## src/verilog/tec_cfg.svh

```systemverilog
/*
 * Offsets, field positions, reset values and timing counts of the TEC
 * driver output control block.
 * Assumes a 125 MHz system clock and a 32-bit AXI4-Lite register bus.
 */
`ifndef TEC_CFG_SVH
`define TEC_CFG_SVH

// ----------------------------------------------------------------------
// Register byte offsets
// ----------------------------------------------------------------------
`define TEC_OFF_CTRL     8'h00
`define TEC_OFF_SLEW     8'h04
`define TEC_OFF_SETP     8'h08
`define TEC_OFF_VMAX     8'h0c
`define TEC_OFF_STATUS   8'h10
`define TEC_OFF_OUTPUT   8'h14
`define TEC_OFF_IRQ_STAT 8'h18
`define TEC_OFF_IRQ_MASK 8'h1c
`define TEC_OFF_IVL      8'h20

// ----------------------------------------------------------------------
// Field encodings and reset values
// ----------------------------------------------------------------------
`define TEC_MODE_1MA     2'h0
`define TEC_MODE_100UA   2'h1
`define TEC_MODE_10UA    2'h2
`define TEC_MODE_AUTO    2'h3
`define TEC_CTRL_RST     5'h00
`define TEC_SLEW_RST     10'h064
`define TEC_SLEW_MAX     10'h3e8
`define TEC_VMAX_RST     16'hffff
`define TEC_IVL_RST      16'h0064
`define TEC_IRQ_TRIP     0
`define TEC_IRQ_FAULT    1
`define TEC_IRQ_EXC      2
`define TEC_RESP_OKAY    2'h0
`define TEC_RESP_SLVERR  2'h2

// ----------------------------------------------------------------------
// Auto excitation thresholds in ohms
// ----------------------------------------------------------------------
`define TEC_R_LO_DOWN    32'h0000_03e8
`define TEC_R_LO_UP      32'h0000_07d0
`define TEC_R_HI_DOWN    32'h0000_2710
`define TEC_R_HI_UP      32'h0000_4e20

// ----------------------------------------------------------------------
// Timing
// ----------------------------------------------------------------------
`define TEC_CLK_KHZ      125000
`define TEC_OV_TIME_MS   1000

`endif

```

## src/verilog/tec_pkg.sv

```systemverilog
/*
 * Types shared by the TEC driver output control block.
 * Assumes the constants of tec_cfg.svh for encodings.
 */
package tec_pkg;

   // Excitation current selection driven to the sensor source
   typedef enum logic [1:0] {
      EXC_1MA,
      EXC_100UA,
      EXC_10UA
   } exc_t;

   // Control register layout
   typedef struct packed {
      logic       pid_sel;
      logic       sw_on;
      logic       resistive;
      logic [1:0] mode;
   } ctrl_t;

   // Measurements delivered with each conversion
   typedef struct packed {
      logic [15:0] vmon_mv;
      logic [31:0] res_ohm;
      logic        valid;
   } meas_t;

endpackage : tec_pkg

```

## src/verilog/tec_driver_output_control.sv

```systemverilog
/*
 * TEC driver output control: excitation selection, slew-limited TEC
 * current, global output switch and overvoltage shutdown, with an
 * AXI4-Lite register slave and a level interrupt.
 * Assumes conv_tick_i and meas_i come from logic on clk_i; the front
 * panel switch is asynchronous and is synchronised here.
 */
// Our own choices: the address map and the AXI4-Lite register port.
`timescale 1ns/1ps
`include "tec_cfg.svh"

module tec_driver_output_control #(
   parameter int unsigned OV_CYCLES = `TEC_OV_TIME_MS * `TEC_CLK_KHZ,
   parameter int          CW        = 16
) (
   input  wire logic                  clk_i,
   input  wire logic                  srst_i,
   input  wire logic                  conv_tick_i,
   input  wire tec_pkg::meas_t        meas_i,
   input  wire logic signed [CW-1:0]  pid_value_i,
   input  wire logic                  front_panel_on_i,
   output logic signed      [CW-1:0]  tec_current_o,
   output tec_pkg::exc_t              excitation_sel_o,
   output logic                       hw_fault_o,
   output logic                       irq_o,
   input  wire logic [7:0]            s_axi_awaddr,
   input  wire logic                  s_axi_awvalid,
   output logic                       s_axi_awready,
   input  wire logic [31:0]           s_axi_wdata,
   input  wire logic [3:0]            s_axi_wstrb,
   input  wire logic                  s_axi_wvalid,
   output logic                       s_axi_wready,
   output logic [1:0]                 s_axi_bresp,
   output logic                       s_axi_bvalid,
   input  wire logic                  s_axi_bready,
   input  wire logic [7:0]            s_axi_araddr,
   input  wire logic                  s_axi_arvalid,
   output logic                       s_axi_arready,
   output logic [31:0]                s_axi_rdata,
   output logic [1:0]                 s_axi_rresp,
   output logic                       s_axi_rvalid,
   input  wire logic                  s_axi_rready
);

   localparam int              CNT_W  = 27;
   localparam logic [CNT_W-1:0] OV_LIM = CNT_W'(OV_CYCLES);

   function automatic logic [31:0] merge(input logic [31:0] old_v,
                                         input logic [31:0] new_v,
                                         input logic [3:0]  strb);
      logic [31:0] res;
      res = old_v;
      for (int b = 0; b < 4; b++) begin
         if (strb[b]) begin
            res[8*b +: 8] = new_v[8*b +: 8];
         end
      end
      return res;
   endfunction : merge

   // -------------------------------------------------------------------
   // Register and bus state
   // -------------------------------------------------------------------
   tec_pkg::ctrl_t   ctrl_q,    ctrl_d;
   logic [9:0]       slew_q,    slew_d;
   logic [15:0]      setp_q,    setp_d;
   logic [15:0]      vmax_q,    vmax_d;
   logic [15:0]      ivl_q,     ivl_d;
   logic [2:0]       ist_q,     ist_d;
   logic [2:0]       imask_q,   imask_d;
   logic [7:0]       awaddr_q,  awaddr_d;
   logic             aw_full_q, aw_full_d;
   logic [31:0]      wdata_q,   wdata_d;
   logic [3:0]       wstrb_q,   wstrb_d;
   logic             w_full_q,  w_full_d;
   logic             awrdy_q,   awrdy_d;
   logic             wrdy_q,    wrdy_d;
   logic             bvalid_q,  bvalid_d;
   logic [1:0]       bresp_q,   bresp_d;
   logic             arrdy_q,   arrdy_d;
   logic             rvalid_q,  rvalid_d;
   logic [31:0]      rdata_q,   rdata_d;
   logic [1:0]       rresp_q,   rresp_d;
   logic             irq_q,     irq_d;

   // -------------------------------------------------------------------
   // Control state
   // -------------------------------------------------------------------
   tec_pkg::exc_t         exc_q,     exc_d;
   logic signed [CW-1:0]  out_q,     out_d;
   logic [CNT_W-1:0]      ov_cnt_q,  ov_cnt_d;
   logic                  trip_q,    trip_d;
   logic                  seen_q,    seen_d;
   logic                  fp1_q,     fp2_q,  fp3_q;
   logic                  fp_q,      fp_d;
   logic                  enable;
   logic                  over;
   logic                  trip_ev;
   logic                  fault_ev;
   logic                  exc_ev;
   logic signed [CW-1:0]  target;
   logic signed [CW-1:0]  slew_next;
   logic [25:0]           step;
   logic [31:0]           wval;

   assign step = 26'(slew_q) * 26'(ivl_q); // A/s times ms gives mA

   tec_slew_step #(.W(CW), .SW(26)) u_step (
      .cur_i    (out_q),
      .target_i (target),
      .step_i   (step),
      .next_o   (slew_next)
   );

   // -------------------------------------------------------------------
   // Output control
   // -------------------------------------------------------------------
   always_comb begin
      // Second and third stage must agree before the switch moves
      fp_d   = (fp2_q == fp3_q) ? fp3_q : fp_q;
      enable = ctrl_q.sw_on & fp_q;
      target = ctrl_q.pid_sel ? pid_value_i : signed'(setp_q);
      over   = meas_i.vmon_mv > vmax_q;

      ov_cnt_d = ov_cnt_q;
      if (!over) begin
         ov_cnt_d = '0;
      end else if (ov_cnt_q != OV_LIM) begin
         ov_cnt_d = ov_cnt_q + CNT_W'(1);
      end
      // Counting to the limit plus one cycle makes it strictly longer
      trip_ev  = over && (ov_cnt_q == OV_LIM) && !trip_q;
      fault_ev = trip_ev && !seen_q;
      seen_d   = seen_q | trip_ev;

      trip_d = trip_q;
      if (trip_ev) begin
         trip_d = 1'b1;
      end else if (target == '0 || !enable) begin
         trip_d = 1'b0;
      end

      out_d = out_q;
      if (!enable || trip_q || trip_ev) begin
         out_d = '0;
      end else if (conv_tick_i) begin
         // Restarting from zero ramps back to the kept target
         out_d = slew_next;
      end

      // Only a magnitude is chosen; no direction control exists
      exc_d = exc_q;
      case (ctrl_q.mode)
         `TEC_MODE_1MA:   exc_d = tec_pkg::EXC_1MA;
         `TEC_MODE_100UA: exc_d = tec_pkg::EXC_100UA;
         `TEC_MODE_10UA:  exc_d = tec_pkg::EXC_10UA;
         default: begin
            if (!ctrl_q.resistive) begin
               exc_d = tec_pkg::EXC_1MA;
            end else if (conv_tick_i && meas_i.valid) begin
               // Moves only on reaching or passing the far edge of an overlap
               case (exc_q)
                  tec_pkg::EXC_1MA: begin
                     if (meas_i.res_ohm >= `TEC_R_LO_UP) begin
                        exc_d = tec_pkg::EXC_100UA;
                     end
                  end
                  tec_pkg::EXC_100UA: begin
                     if (meas_i.res_ohm < `TEC_R_LO_DOWN) begin
                        exc_d = tec_pkg::EXC_1MA;
                     end else if (meas_i.res_ohm > `TEC_R_HI_UP) begin
                        exc_d = tec_pkg::EXC_10UA;
                     end
                  end
                  default: begin
                     if (meas_i.res_ohm <= `TEC_R_HI_DOWN) begin
                        exc_d = tec_pkg::EXC_100UA;
                     end
                  end
               endcase
            end
         end
      endcase
      exc_ev = exc_d != exc_q;
   end

   always_ff @(posedge clk_i) begin
      if (srst_i) begin
         exc_q    <= tec_pkg::EXC_1MA;
         out_q    <= '0;
         ov_cnt_q <= '0;
         trip_q   <= 1'b0;
         seen_q   <= 1'b0;
         fp1_q    <= 1'b0;
         fp2_q    <= 1'b0;
         fp3_q    <= 1'b0;
         fp_q     <= 1'b0;
      end else begin
         exc_q    <= exc_d;
         out_q    <= out_d;
         ov_cnt_q <= ov_cnt_d;
         trip_q   <= trip_d;
         seen_q   <= seen_d;
         fp1_q    <= front_panel_on_i;
         fp2_q    <= fp1_q;
         fp3_q    <= fp2_q;
         fp_q     <= fp_d;
      end
   end

   // -------------------------------------------------------------------
   // AXI4-Lite slave and registers
   // -------------------------------------------------------------------
   always_comb begin
      ctrl_d    = ctrl_q;
      slew_d    = slew_q;
      setp_d    = setp_q;
      vmax_d    = vmax_q;
      ivl_d     = ivl_q;
      imask_d   = imask_q;
      awaddr_d  = awaddr_q;
      aw_full_d = aw_full_q;
      wdata_d   = wdata_q;
      wstrb_d   = wstrb_q;
      w_full_d  = w_full_q;
      bvalid_d  = bvalid_q;
      bresp_d   = bresp_q;
      rvalid_d  = rvalid_q;
      rdata_d   = rdata_q;
      rresp_d   = rresp_q;
      ist_d     = ist_q;
      wval      = '0;

      if (s_axi_awvalid && awrdy_q) begin
         awaddr_d  = s_axi_awaddr;
         aw_full_d = 1'b1;
      end
      if (s_axi_wvalid && wrdy_q) begin
         wdata_d  = s_axi_wdata;
         wstrb_d  = s_axi_wstrb;
         w_full_d = 1'b1;
      end
      if (bvalid_q && s_axi_bready) begin
         bvalid_d = 1'b0;
      end

      // Write once address and data are both held
      if (aw_full_q && w_full_q && !bvalid_q) begin
         aw_full_d = 1'b0;
         w_full_d  = 1'b0;
         bvalid_d  = 1'b1;
         bresp_d   = `TEC_RESP_OKAY;
         case (awaddr_q)
            `TEC_OFF_CTRL: begin
               wval   = merge({27'h0, ctrl_q}, wdata_q, wstrb_q);
               ctrl_d = wval[4:0];
            end
            `TEC_OFF_SLEW: begin
               wval   = merge({22'h0, slew_q}, wdata_q, wstrb_q);
               // Out-of-range requests clamp to the top rate
               slew_d = (wval > 32'(`TEC_SLEW_MAX)) ? `TEC_SLEW_MAX : wval[9:0];
            end
            `TEC_OFF_SETP: begin
               wval   = merge({16'h0, setp_q}, wdata_q, wstrb_q);
               setp_d = wval[15:0];
            end
            `TEC_OFF_VMAX: begin
               wval   = merge({16'h0, vmax_q}, wdata_q, wstrb_q);
               vmax_d = wval[15:0];
            end
            `TEC_OFF_IVL: begin
               wval  = merge({16'h0, ivl_q}, wdata_q, wstrb_q);
               ivl_d = wval[15:0];
            end
            `TEC_OFF_IRQ_STAT: begin
               if (wstrb_q[0]) begin
                  ist_d = ist_q & ~wdata_q[2:0];
               end
            end
            `TEC_OFF_IRQ_MASK: begin
               wval    = merge({29'h0, imask_q}, wdata_q, wstrb_q);
               imask_d = wval[2:0];
            end
            `TEC_OFF_STATUS, `TEC_OFF_OUTPUT: begin
               bresp_d = `TEC_RESP_OKAY;
            end
            default: bresp_d = `TEC_RESP_SLVERR;
         endcase
      end

      // Hardware events win over a clear in the same cycle
      ist_d[`TEC_IRQ_TRIP]  = ist_d[`TEC_IRQ_TRIP]  | trip_ev;
      ist_d[`TEC_IRQ_FAULT] = ist_d[`TEC_IRQ_FAULT] | fault_ev;
      ist_d[`TEC_IRQ_EXC]   = ist_d[`TEC_IRQ_EXC]   | exc_ev;
      irq_d = |(ist_d & imask_d);

      if (rvalid_q && s_axi_rready) begin
         rvalid_d = 1'b0;
      end
      if (s_axi_arvalid && arrdy_q) begin
         rvalid_d = 1'b1;
         rresp_d  = `TEC_RESP_OKAY;
         case (s_axi_araddr)
            `TEC_OFF_CTRL:     rdata_d = {27'h0, ctrl_q};
            `TEC_OFF_SLEW:     rdata_d = {22'h0, slew_q};
            `TEC_OFF_SETP:     rdata_d = {16'h0, setp_q};
            `TEC_OFF_VMAX:     rdata_d = {16'h0, vmax_q};
            `TEC_OFF_IVL:      rdata_d = {16'h0, ivl_q};
            `TEC_OFF_STATUS:   rdata_d = {26'h0, fp_q, enable, seen_q, trip_q, exc_q};
            `TEC_OFF_OUTPUT:   rdata_d = {{16{out_q[CW-1]}}, out_q};
            `TEC_OFF_IRQ_STAT: rdata_d = {29'h0, ist_q};
            `TEC_OFF_IRQ_MASK: rdata_d = {29'h0, imask_q};
            default: begin
               rdata_d = '0;
               rresp_d = `TEC_RESP_SLVERR;
            end
         endcase
      end

      awrdy_d = !aw_full_d && !bvalid_d;
      wrdy_d  = !w_full_d && !bvalid_d;
      arrdy_d = !rvalid_d;
   end

   always_ff @(posedge clk_i) begin
      if (srst_i) begin
         ctrl_q    <= `TEC_CTRL_RST;
         slew_q    <= `TEC_SLEW_RST;
         setp_q    <= '0;
         vmax_q    <= `TEC_VMAX_RST;
         ivl_q     <= `TEC_IVL_RST;
         ist_q     <= '0;
         imask_q   <= '0;
         awaddr_q  <= '0;
         aw_full_q <= 1'b0;
         wdata_q   <= '0;
         wstrb_q   <= '0;
         w_full_q  <= 1'b0;
         awrdy_q   <= 1'b0;
         wrdy_q    <= 1'b0;
         bvalid_q  <= 1'b0;
         bresp_q   <= '0;
         arrdy_q   <= 1'b0;
         rvalid_q  <= 1'b0;
         rdata_q   <= '0;
         rresp_q   <= '0;
         irq_q     <= 1'b0;
      end else begin
         ctrl_q    <= ctrl_d;
         slew_q    <= slew_d;
         setp_q    <= setp_d;
         vmax_q    <= vmax_d;
         ivl_q     <= ivl_d;
         ist_q     <= ist_d;
         imask_q   <= imask_d;
         awaddr_q  <= awaddr_d;
         aw_full_q <= aw_full_d;
         wdata_q   <= wdata_d;
         wstrb_q   <= wstrb_d;
         w_full_q  <= w_full_d;
         awrdy_q   <= awrdy_d;
         wrdy_q    <= wrdy_d;
         bvalid_q  <= bvalid_d;
         bresp_q   <= bresp_d;
         arrdy_q   <= arrdy_d;
         rvalid_q  <= rvalid_d;
         rdata_q   <= rdata_d;
         rresp_q   <= rresp_d;
         irq_q     <= irq_d;
      end
   end

   assign tec_current_o    = out_q;
   assign excitation_sel_o = exc_q;
   assign hw_fault_o       = seen_q;
   assign irq_o            = irq_q;
   assign s_axi_awready    = awrdy_q;
   assign s_axi_wready     = wrdy_q;
   assign s_axi_bvalid     = bvalid_q;
   assign s_axi_bresp      = bresp_q;
   assign s_axi_arready    = arrdy_q;
   assign s_axi_rvalid     = rvalid_q;
   assign s_axi_rdata      = rdata_q;
   assign s_axi_rresp      = rresp_q;

endmodule : tec_driver_output_control

```

## src/verilog/tec_slew_step.sv

```systemverilog
/*
 * One slew-limited step of the TEC current toward its target.
 * Assumes signed currents and an unsigned step size in the same unit.
 */
`timescale 1ns/1ps

module tec_slew_step #(
   parameter int W  = 16,
   parameter int SW = 26
) (
   input  wire logic signed [W-1:0]  cur_i,
   input  wire logic signed [W-1:0]  target_i,
   input  wire logic        [SW-1:0] step_i,
   output logic signed      [W-1:0]  next_o
);

   logic signed [W:0] diff;
   logic        [W:0] mag;

   always_comb begin
      diff = {target_i[W-1], target_i} - {cur_i[W-1], cur_i};
      mag  = diff[W] ? (W+1)'(-diff) : diff;
      // Landing exactly on the target within the step
      if (SW'(mag) <= step_i) begin
         next_o = target_i;
      end else if (diff[W]) begin
         next_o = cur_i - W'(step_i);
      end else begin
         next_o = cur_i + W'(step_i);
      end
   end

endmodule : tec_slew_step
```

## config.mk

```make
export PLATFORM = sky130hd
export DESIGN_NAME = tec_driver_output_control
export DESIGN_NICKNAME = d
export VERILOG_FILES = /design/src/verilog/tec_pkg.sv /design/src/verilog/tec_driver_output_control.sv /design/src/verilog/tec_slew_step.sv
export VERILOG_INCLUDE_DIRS = /design/src /design/src/verilog
export SDC_FILE = /design/constraint.sdc
export NUM_CORES = 1
export LEC_CHECK = 0
export BUFFER_PORTS_ARGS = -buffer_cell sky130_fd_sc_hd__buf_2
export CAP_MARGIN = 20
export CELL_PAD_IN_SITES_DETAIL_PLACEMENT = 1
export CELL_PAD_IN_SITES_GLOBAL_PLACEMENT = 2
export CORE_ASPECT_RATIO = 1.75
export CORE_MARGIN = 2
export CORE_UTILIZATION = 30
export DETAILED_ROUTE_END_ITERATION = 16
export HOLD_SLACK_MARGIN = 0.05
export PLACE_DENSITY_LB_ADDON = 0.1
export SKIP_CTS_REPAIR_TIMING = 1
export SLEW_MARGIN = 20
export SYNTH_ARGS = -nofsm -noshare
export SYNTH_HDL_FRONTEND = slang
export SYNTH_SLANG_ARGS = --single-unit
```

## constraint.sdc

```tcl
create_clock -name clk_i -period 9.9 [get_ports clk_i]
set_clock_uncertainty 0.05 [all_clocks]
set_input_delay 0.495 -clock clk_i [delete_from_list [all_inputs] [get_ports clk_i]]
set_output_delay 0.495 -clock clk_i [all_outputs]
set_load 0.02 [all_outputs]
```

==> flow_summary.ini, run 1 <==
[cts]
clk_pin_slew_ns = 0.08
clkLatencyLatePin_ns = 0.46
htree_levels = 4
cts_root_buffer = clkbuf_16
cts_buffers = 17
max-clock-path-buffers = 2
cts_tree = yes
cts.sinks = 191

[worst_setup_path]
timing.rr.end = tec_current_o[15]
startpoint_type = flop
endpoint = tec_current_o[15]
crit_path_end_kind = flop
cp_max_fo = 19
critical_path.most_common_cell = fa_1
r2r_slack_ns = 2.06
crit_slowest_cell = dfxtp_1
reg2regPathDepth = 28
critPathKind = flop to flop
cp.arrival_ns = 8.19
cp.required_ns = 10.25
rr_startpoint = slew_q[2]
cp_slowest_stage_delay_ns = 0.82
crit_start = slew_q[2]

[drt]
drt_pre_antenna_iters = 5
drtAntennaViolNets = 0
wl_per_cell_um = 21.6
dr.first_iter.drc_count = 634
viasPerCell = 5.23
drt-total-wl_um = 61500
drc_errors = 0
vias = 14900

[grt]
grt_first_pass_wirelength_um = 95900
grt_pass1_vias = 16100
antenna_found_initial = 0
overflow = 0
track_usage = 0.218
grt_max_degree = 67

[sta]
worst_slack_ns = 2.06
finalMaxSlewViolations = 0
fin_hold_ws_ns = 0.210
period_share = 0.792
period_minus_slack_ns = 7.84
fmax_ghz = 0.128
finalHoldViolCount = 0
rsz0062_at_grt = no
final.setup.tns_ns = 0
setup_viol = 0
max-slew-margin-rel = 0.285
tightestPinTransition_ns = 1.07

[die]
core-area_um2 = 55100
io_pins = 187
die-height_um = 315
initial_core_util = 0.302
row_count = 114
die_w_um = 182
die_area_um2 = 57400

[run]
drv_cap = 0

[synth]
postSynthAreaPerCell_um2 = 8.18
async_flop_share = 0
ys_types = 74
synth_seq_cells = 191
synthFlopType = dfxtp_1
synth_area_um2 = 16600
synth_top_area_frac = 0.230
ys_warn_count = 0
ys_seq_area_frac = 0.230
synth_area_leaders = dfxtp_1 (23%), fa_1 (13%), ha_1 (9.6%), nand2_1 (6.1%), a21oi_1 (4.2%)
synth_cells = 2033
synth_edf_count = 0
synth_top_area_cell = dfxtp_1

[placement]
port_buffers = 184
gp_congestion = 0.873
dp_slack_ns = 2.00
hpwl_um = 50500

[run_status]
outcome = completed

[finish]
syn_to_final_growth_pct = 12.2
diodes = 0
layout.core_utilization = 0.339
drive_above_1_share = 0.127
final_nets = 2502
fill_cells = 6612

[power_and_ir_drop]
powerDensity_nw_per_um2 = 87.9
finalPower_mw = 1.64
p_leak_nw = 8.62
ir_worst_vdd_uv = 108

[hold_path]
hold_path_class = input port to flop
## Yosys cell counts (all sizes together) (29+ instances only)
library cell	n
xnor2	54
buf	29
a21oi	143
nand3	34
o21ai	48
xor2	46
mux2i	66
fa	112
inv	169
dfxtp	191
and2	90
nand2	270
nor2	183
ha	128
nor3	33
clkbuf	87
## placed cells by master, fill, tap and decap left out, types with 6 or more instances in the layout
cell type / Yosys / layout
o211ai_1: 11 / 11
fa_1: 112 / 112
buf_4: 17 / 16
nand2b_1: 12 / 11
a21o_1: 24 / 24
or3_1: 12 / 12
o2111ai_1: 6 / 6
nor4_1: 21 / 21
nand4_1: 24 / 24
nand2_1: 270 / 269
nand3_1: 34 / 34
a222oi_1: 14 / 14
nor3_1: 31 / 29
ha_1: 128 / 128
and2_1: 90 / 90
a211oi_1: 16 / 16
o21ai_0: 46 / 45
xnor2_1: 54 / 54
a31oi_1: 19 / 19
mux2_2: 14 / 14
nor2b_1: 24 / 24
and3_1: 10 / 10
a21oi_1: 141 / 141
buf_2: 5 / 183
or2_2: 6 / 6
dfxtp_1: 191 / 191
a221oi_1: 7 / 7
clkbuf_16: 0 / 17
o31ai_1: 7 / 7
nor2_1: 183 / 183
a2bb2oi_1: 7 / 7
mux2i_1: 66 / 66
a22oi_1: 10 / 10
o21a_1: 19 / 19
a22o_1: 7 / 7
inv_1: 169 / 169
xor2_1: 45 / 45
## flip-flops by register name (all words and copies together), names as in the netlist, 2 cells and up
signal	cells
awaddr_q	8
s_axi_rdata	17
ov_cnt_q	27
ivl_q	16
ctrl_q	5
vmax_q	16
excitation_sel_o	2
slew_q	10
imask_q	3
setp_q	16
wstrb_q	4
wdata_q	32
ist_q	3
tec_current_o	16
## area by class of cell
type | count | area [µm²] | area share
clock inverters | 15 | 195 | 0.0105
inverters | 169 | 634 | 0.0340
clock buffers | 17 | 425 | 0.0228
well taps | 696 | 871 | 0.0467
multi-input cells | 1558 | 11700 | 0.626
repair buffers | 199 | 1040 | 0.0555
flip-flops and latches | 191 | 3820 | 0.205
## power by group
group / switching [mW] / internal, mW
sequential: 0.0163 / 0.779
clock: 0.355 / 0.387
combinational: 0.0621 / 0.0400
## metrics by stage
| step | instance area (µm²) | std cells |
|---|---|---|
| after floorplan | 16600 | 2034 |
| after global placement | 18000 | 2813 |
| after detailed placement | 18000 | 2813 |
| after CTS | 18700 | 2845 |
| after global routing | 18700 | 2845 |
| final | 18700 | 2845 |
## worst min-delay path by stage
stage | startpoint | end | slack, ns | cells past startpoint
final | s_axi_wdata[25] | wdata_q[25] | 0.21 | 3
after global routing | s_axi_wdata[25] | wdata_q[25] | 0.20 | 3
after CTS | s_axi_wdata[25] | wdata_q[25] | 0.18 | 3
after detailed placement | wstrb_q[2] | wstrb_q[2] | 0.40 | 2
after global placement | fp3_q | fp_q | 0.39 | 2
after floorplan | fp1_q | fp2_q | 0.36 | 1
## cell families after synthesis
logic type / after synthesis / share of synthesized area
and+or+nand+nor: 754 / 0.217
AOI/OAI and AO/OA: 382 / 0.151
buffers and inverters: 285 / 0.0690
adders and majority gates: 240 / 0.231
DFF: 191 / 0.230
xor gates and xnor gates: 100 / 0.0531
muxes: 80 / 0.0492
other: 1 / 0.000225
## routing by layer
| layer | part of all wire | global-route usage | vias up |
|---|---|---|---|
| li1 | - | - | 7106 |
| met1 | 0.39 | 0.237 | 7440 |
| met2 | 0.55 | 0.433 | 253 |
| met3 | 0.024 | 0.0229 | 68 |
| met4 | 0.031 | 0.0722 | 0 |
| met5 | 0 | 0 | - |
## worst max-delay path: cells and delay by family (launching register included)
family | cells | cell delay [ns]
adder cells (fa/ha/maj) | 7 | 3.06
AND/OR/NAND/NOR | 9 | 2.12
flip-flops | 1 | 0.82
buffers and inverters | 6 | 0.72
AO/OA/AOI/OAI | 4 | 0.59
XOR/XNOR | 1 | 0.24
multiplexers | 1 | 0.13
(Power assumes the default switching activity.)
==> run 2, diff against run 1 <==
==> constraint.sdc (replaced) <==
create_clock -name clk_i -period 7.44 [get_ports clk_i]
set_clock_uncertainty 0.05 [all_clocks]
set_input_delay 0.372 -clock clk_i [delete_from_list [all_inputs] [get_ports clk_i]]
set_output_delay 0.372 -clock clk_i [all_outputs]
set_load 0.02 [all_outputs]
==> flow_summary.ini, run 2 (synthesis results as in run 1) <==
[power_and_ir_drop]
swShare = 0.282
ir_worst_vdd_uv = 137
intPower_mw = 1.59
pwr-share-seq = 0.478
combPwrFrac = 0.064
p_switching_uw = 623
p_leak_nw = 9.17
p_clk_frac = 0.458
powerDensity_nw_per_um2 = 113

[drt]
dr.first_iter.drc_count = 630
drt-total-wl_um = 63400
drc_errors = 0
wl_per_cell_um = 21.5
viasPerCell = 5.20
vias = 15300
drtAntennaViolNets = 0
drt_pre_antenna_iters = 5

[worst_setup_path]
critPathKind = flop to flop
cp.arrival_ns = 7.46
worstPathBufferInverterCount = 6
startpoint_type = flop
cp_max_fo = 7
cp_slowest_stage_delay_ns = 0.55
crit_start = ivl_q[3]
crit_slowest_cell = fa_1
rr_startpoint = ivl_q[3]
crit_path_end_kind = flop
cp_top_family = adder cells
critical_path.most_common_cell = fa_1
cp.required_ns = 7.82

[sta]
tightestPinTransition_ns = 0.984
worst_slack_ns = 0.358
rsz0062_at_grt = yes
finalHoldViolCount = 0
period_share = 0.952
setup_viol = 0
fmax_ghz = 0.141
fin_hold_ws_ns = 0.0774
max-slew-margin-rel = 0.337
finalMaxSlewViolations = 0
period_minus_slack_ns = 7.08

[finish]
final_nets = 2607
syn_to_final_growth_pct = 17.4
layout.core_utilization = 0.355
largest-register = wdata_q
design_area_um2 = 19500
largest_register_ffs = 32
fill_cells = 6654
final_common_cell = nand2_1
drive_above_1_share = 0.170
final_cell_mix = nand2_1 (269), dfxtp_1 (188), buf_2 (183), nor2_1 (182), inv_1 (169)

[cts]
cts_tree = yes
htree_levels = 4
cts_buffers = 17
cts.sinks = 191
cts_root_buffer = clkbuf_16
max-clock-path-buffers = 2
clkLatencyLatePin_ns = 0.48
clk_pin_slew_ns = 0.09

[placement]
place_area_um2 = 18800
port_buffers = 184
hpwl_um = 52800
dp_slack_ns = -0.292
gp_congestion = 0.867

[die]
core-area_um2 = 55100
die-height_um = 315
row_count = 114
io_pins = 187
initial_core_util = 0.302
die_area_um2 = 57400
die_w_um = 182

[grt]
grt_first_pass_wirelength_um = 97200
grt_max_degree = 55
overflow = 0
grt_pass1_vias = 16600
track_usage = 0.223
antenna_found_initial = 4

[run]
drv_cap = 0

[hold_path]
min-delay-start = front_panel_on_i
hold_path_class = input port to flop

[run_status]
outcome = completed
run 2: final timing paths:
kind,endpoint,cells past startpoint,slack [ns]
setup / recovery,tec_current_o[15],27,0.36
hold / removal,fp1_q,2,0.08
setup reg to reg,tec_current_o[15],27,0.36
hold reg to reg,fp2_q,1,0.40
run 2: worst register-to-register path: cells and delay by family (launching register included):
kind / cells / cell delay (ns)
adder cells (fa/ha/maj): 7 / 2.96
flip-flops: 1 / 0.34
XOR/XNOR: 1 / 0.18
AO/OA/AOI/OAI: 5 / 1.05
buffers and inverters: 6 / 0.68
multiplexers: 1 / 0.15
AND/OR/NAND/NOR: 7 / 1.60
run 2: metal layers:
layer  track usage  vias to the layer above  routed length (µm)
met2         0.445                      267               35300
li1              -                     7325                   -
met4        0.0861                        2                2140
met5             0                        -                  13
met1         0.235                     7662               24300
met3        0.0271                       84                1660
run 2: layout make-up:
class | instances | area (µm²) | area share
well taps | 696 | 871 | 0.0446
inverters | 169 | 634 | 0.0325
multi-input cells | 1558 | 11700 | 0.599
clock buffers | 17 | 425 | 0.0218
clock inverters | 15 | 205 | 0.0105
diodes | 1 | 2.50 | 0.000128
flip-flops and latches | 191 | 3830 | 0.196
repair buffers | 304 | 1860 | 0.0951
run 2: metrics by stage:
stage	setup TNS, ns	instances	power [mW]
floorplan	0	2034	1.14
global placement	-0.0838	2916	1.22
detailed placement	-1.08	2916	1.22
CTS	-1.17	2948	2.25
global route	-0.0185	2951	2.30
finish	0	2951	2.21
run 2: power groups by stage:
| stage | logic [mW] | registers, mW | clock network, mW |
|---|---|---|---|
| floorplan | 0.0717 | 1.07 | 0 |
| global route | 0.158 | 1.06 | 1.09 |
| detailed placement | 0.143 | 1.08 | 0 |
| global placement | 0.140 | 1.08 | 0 |
| CTS | 0.144 | 1.06 | 1.05 |
| finish | 0.141 | 1.06 | 1.01 |
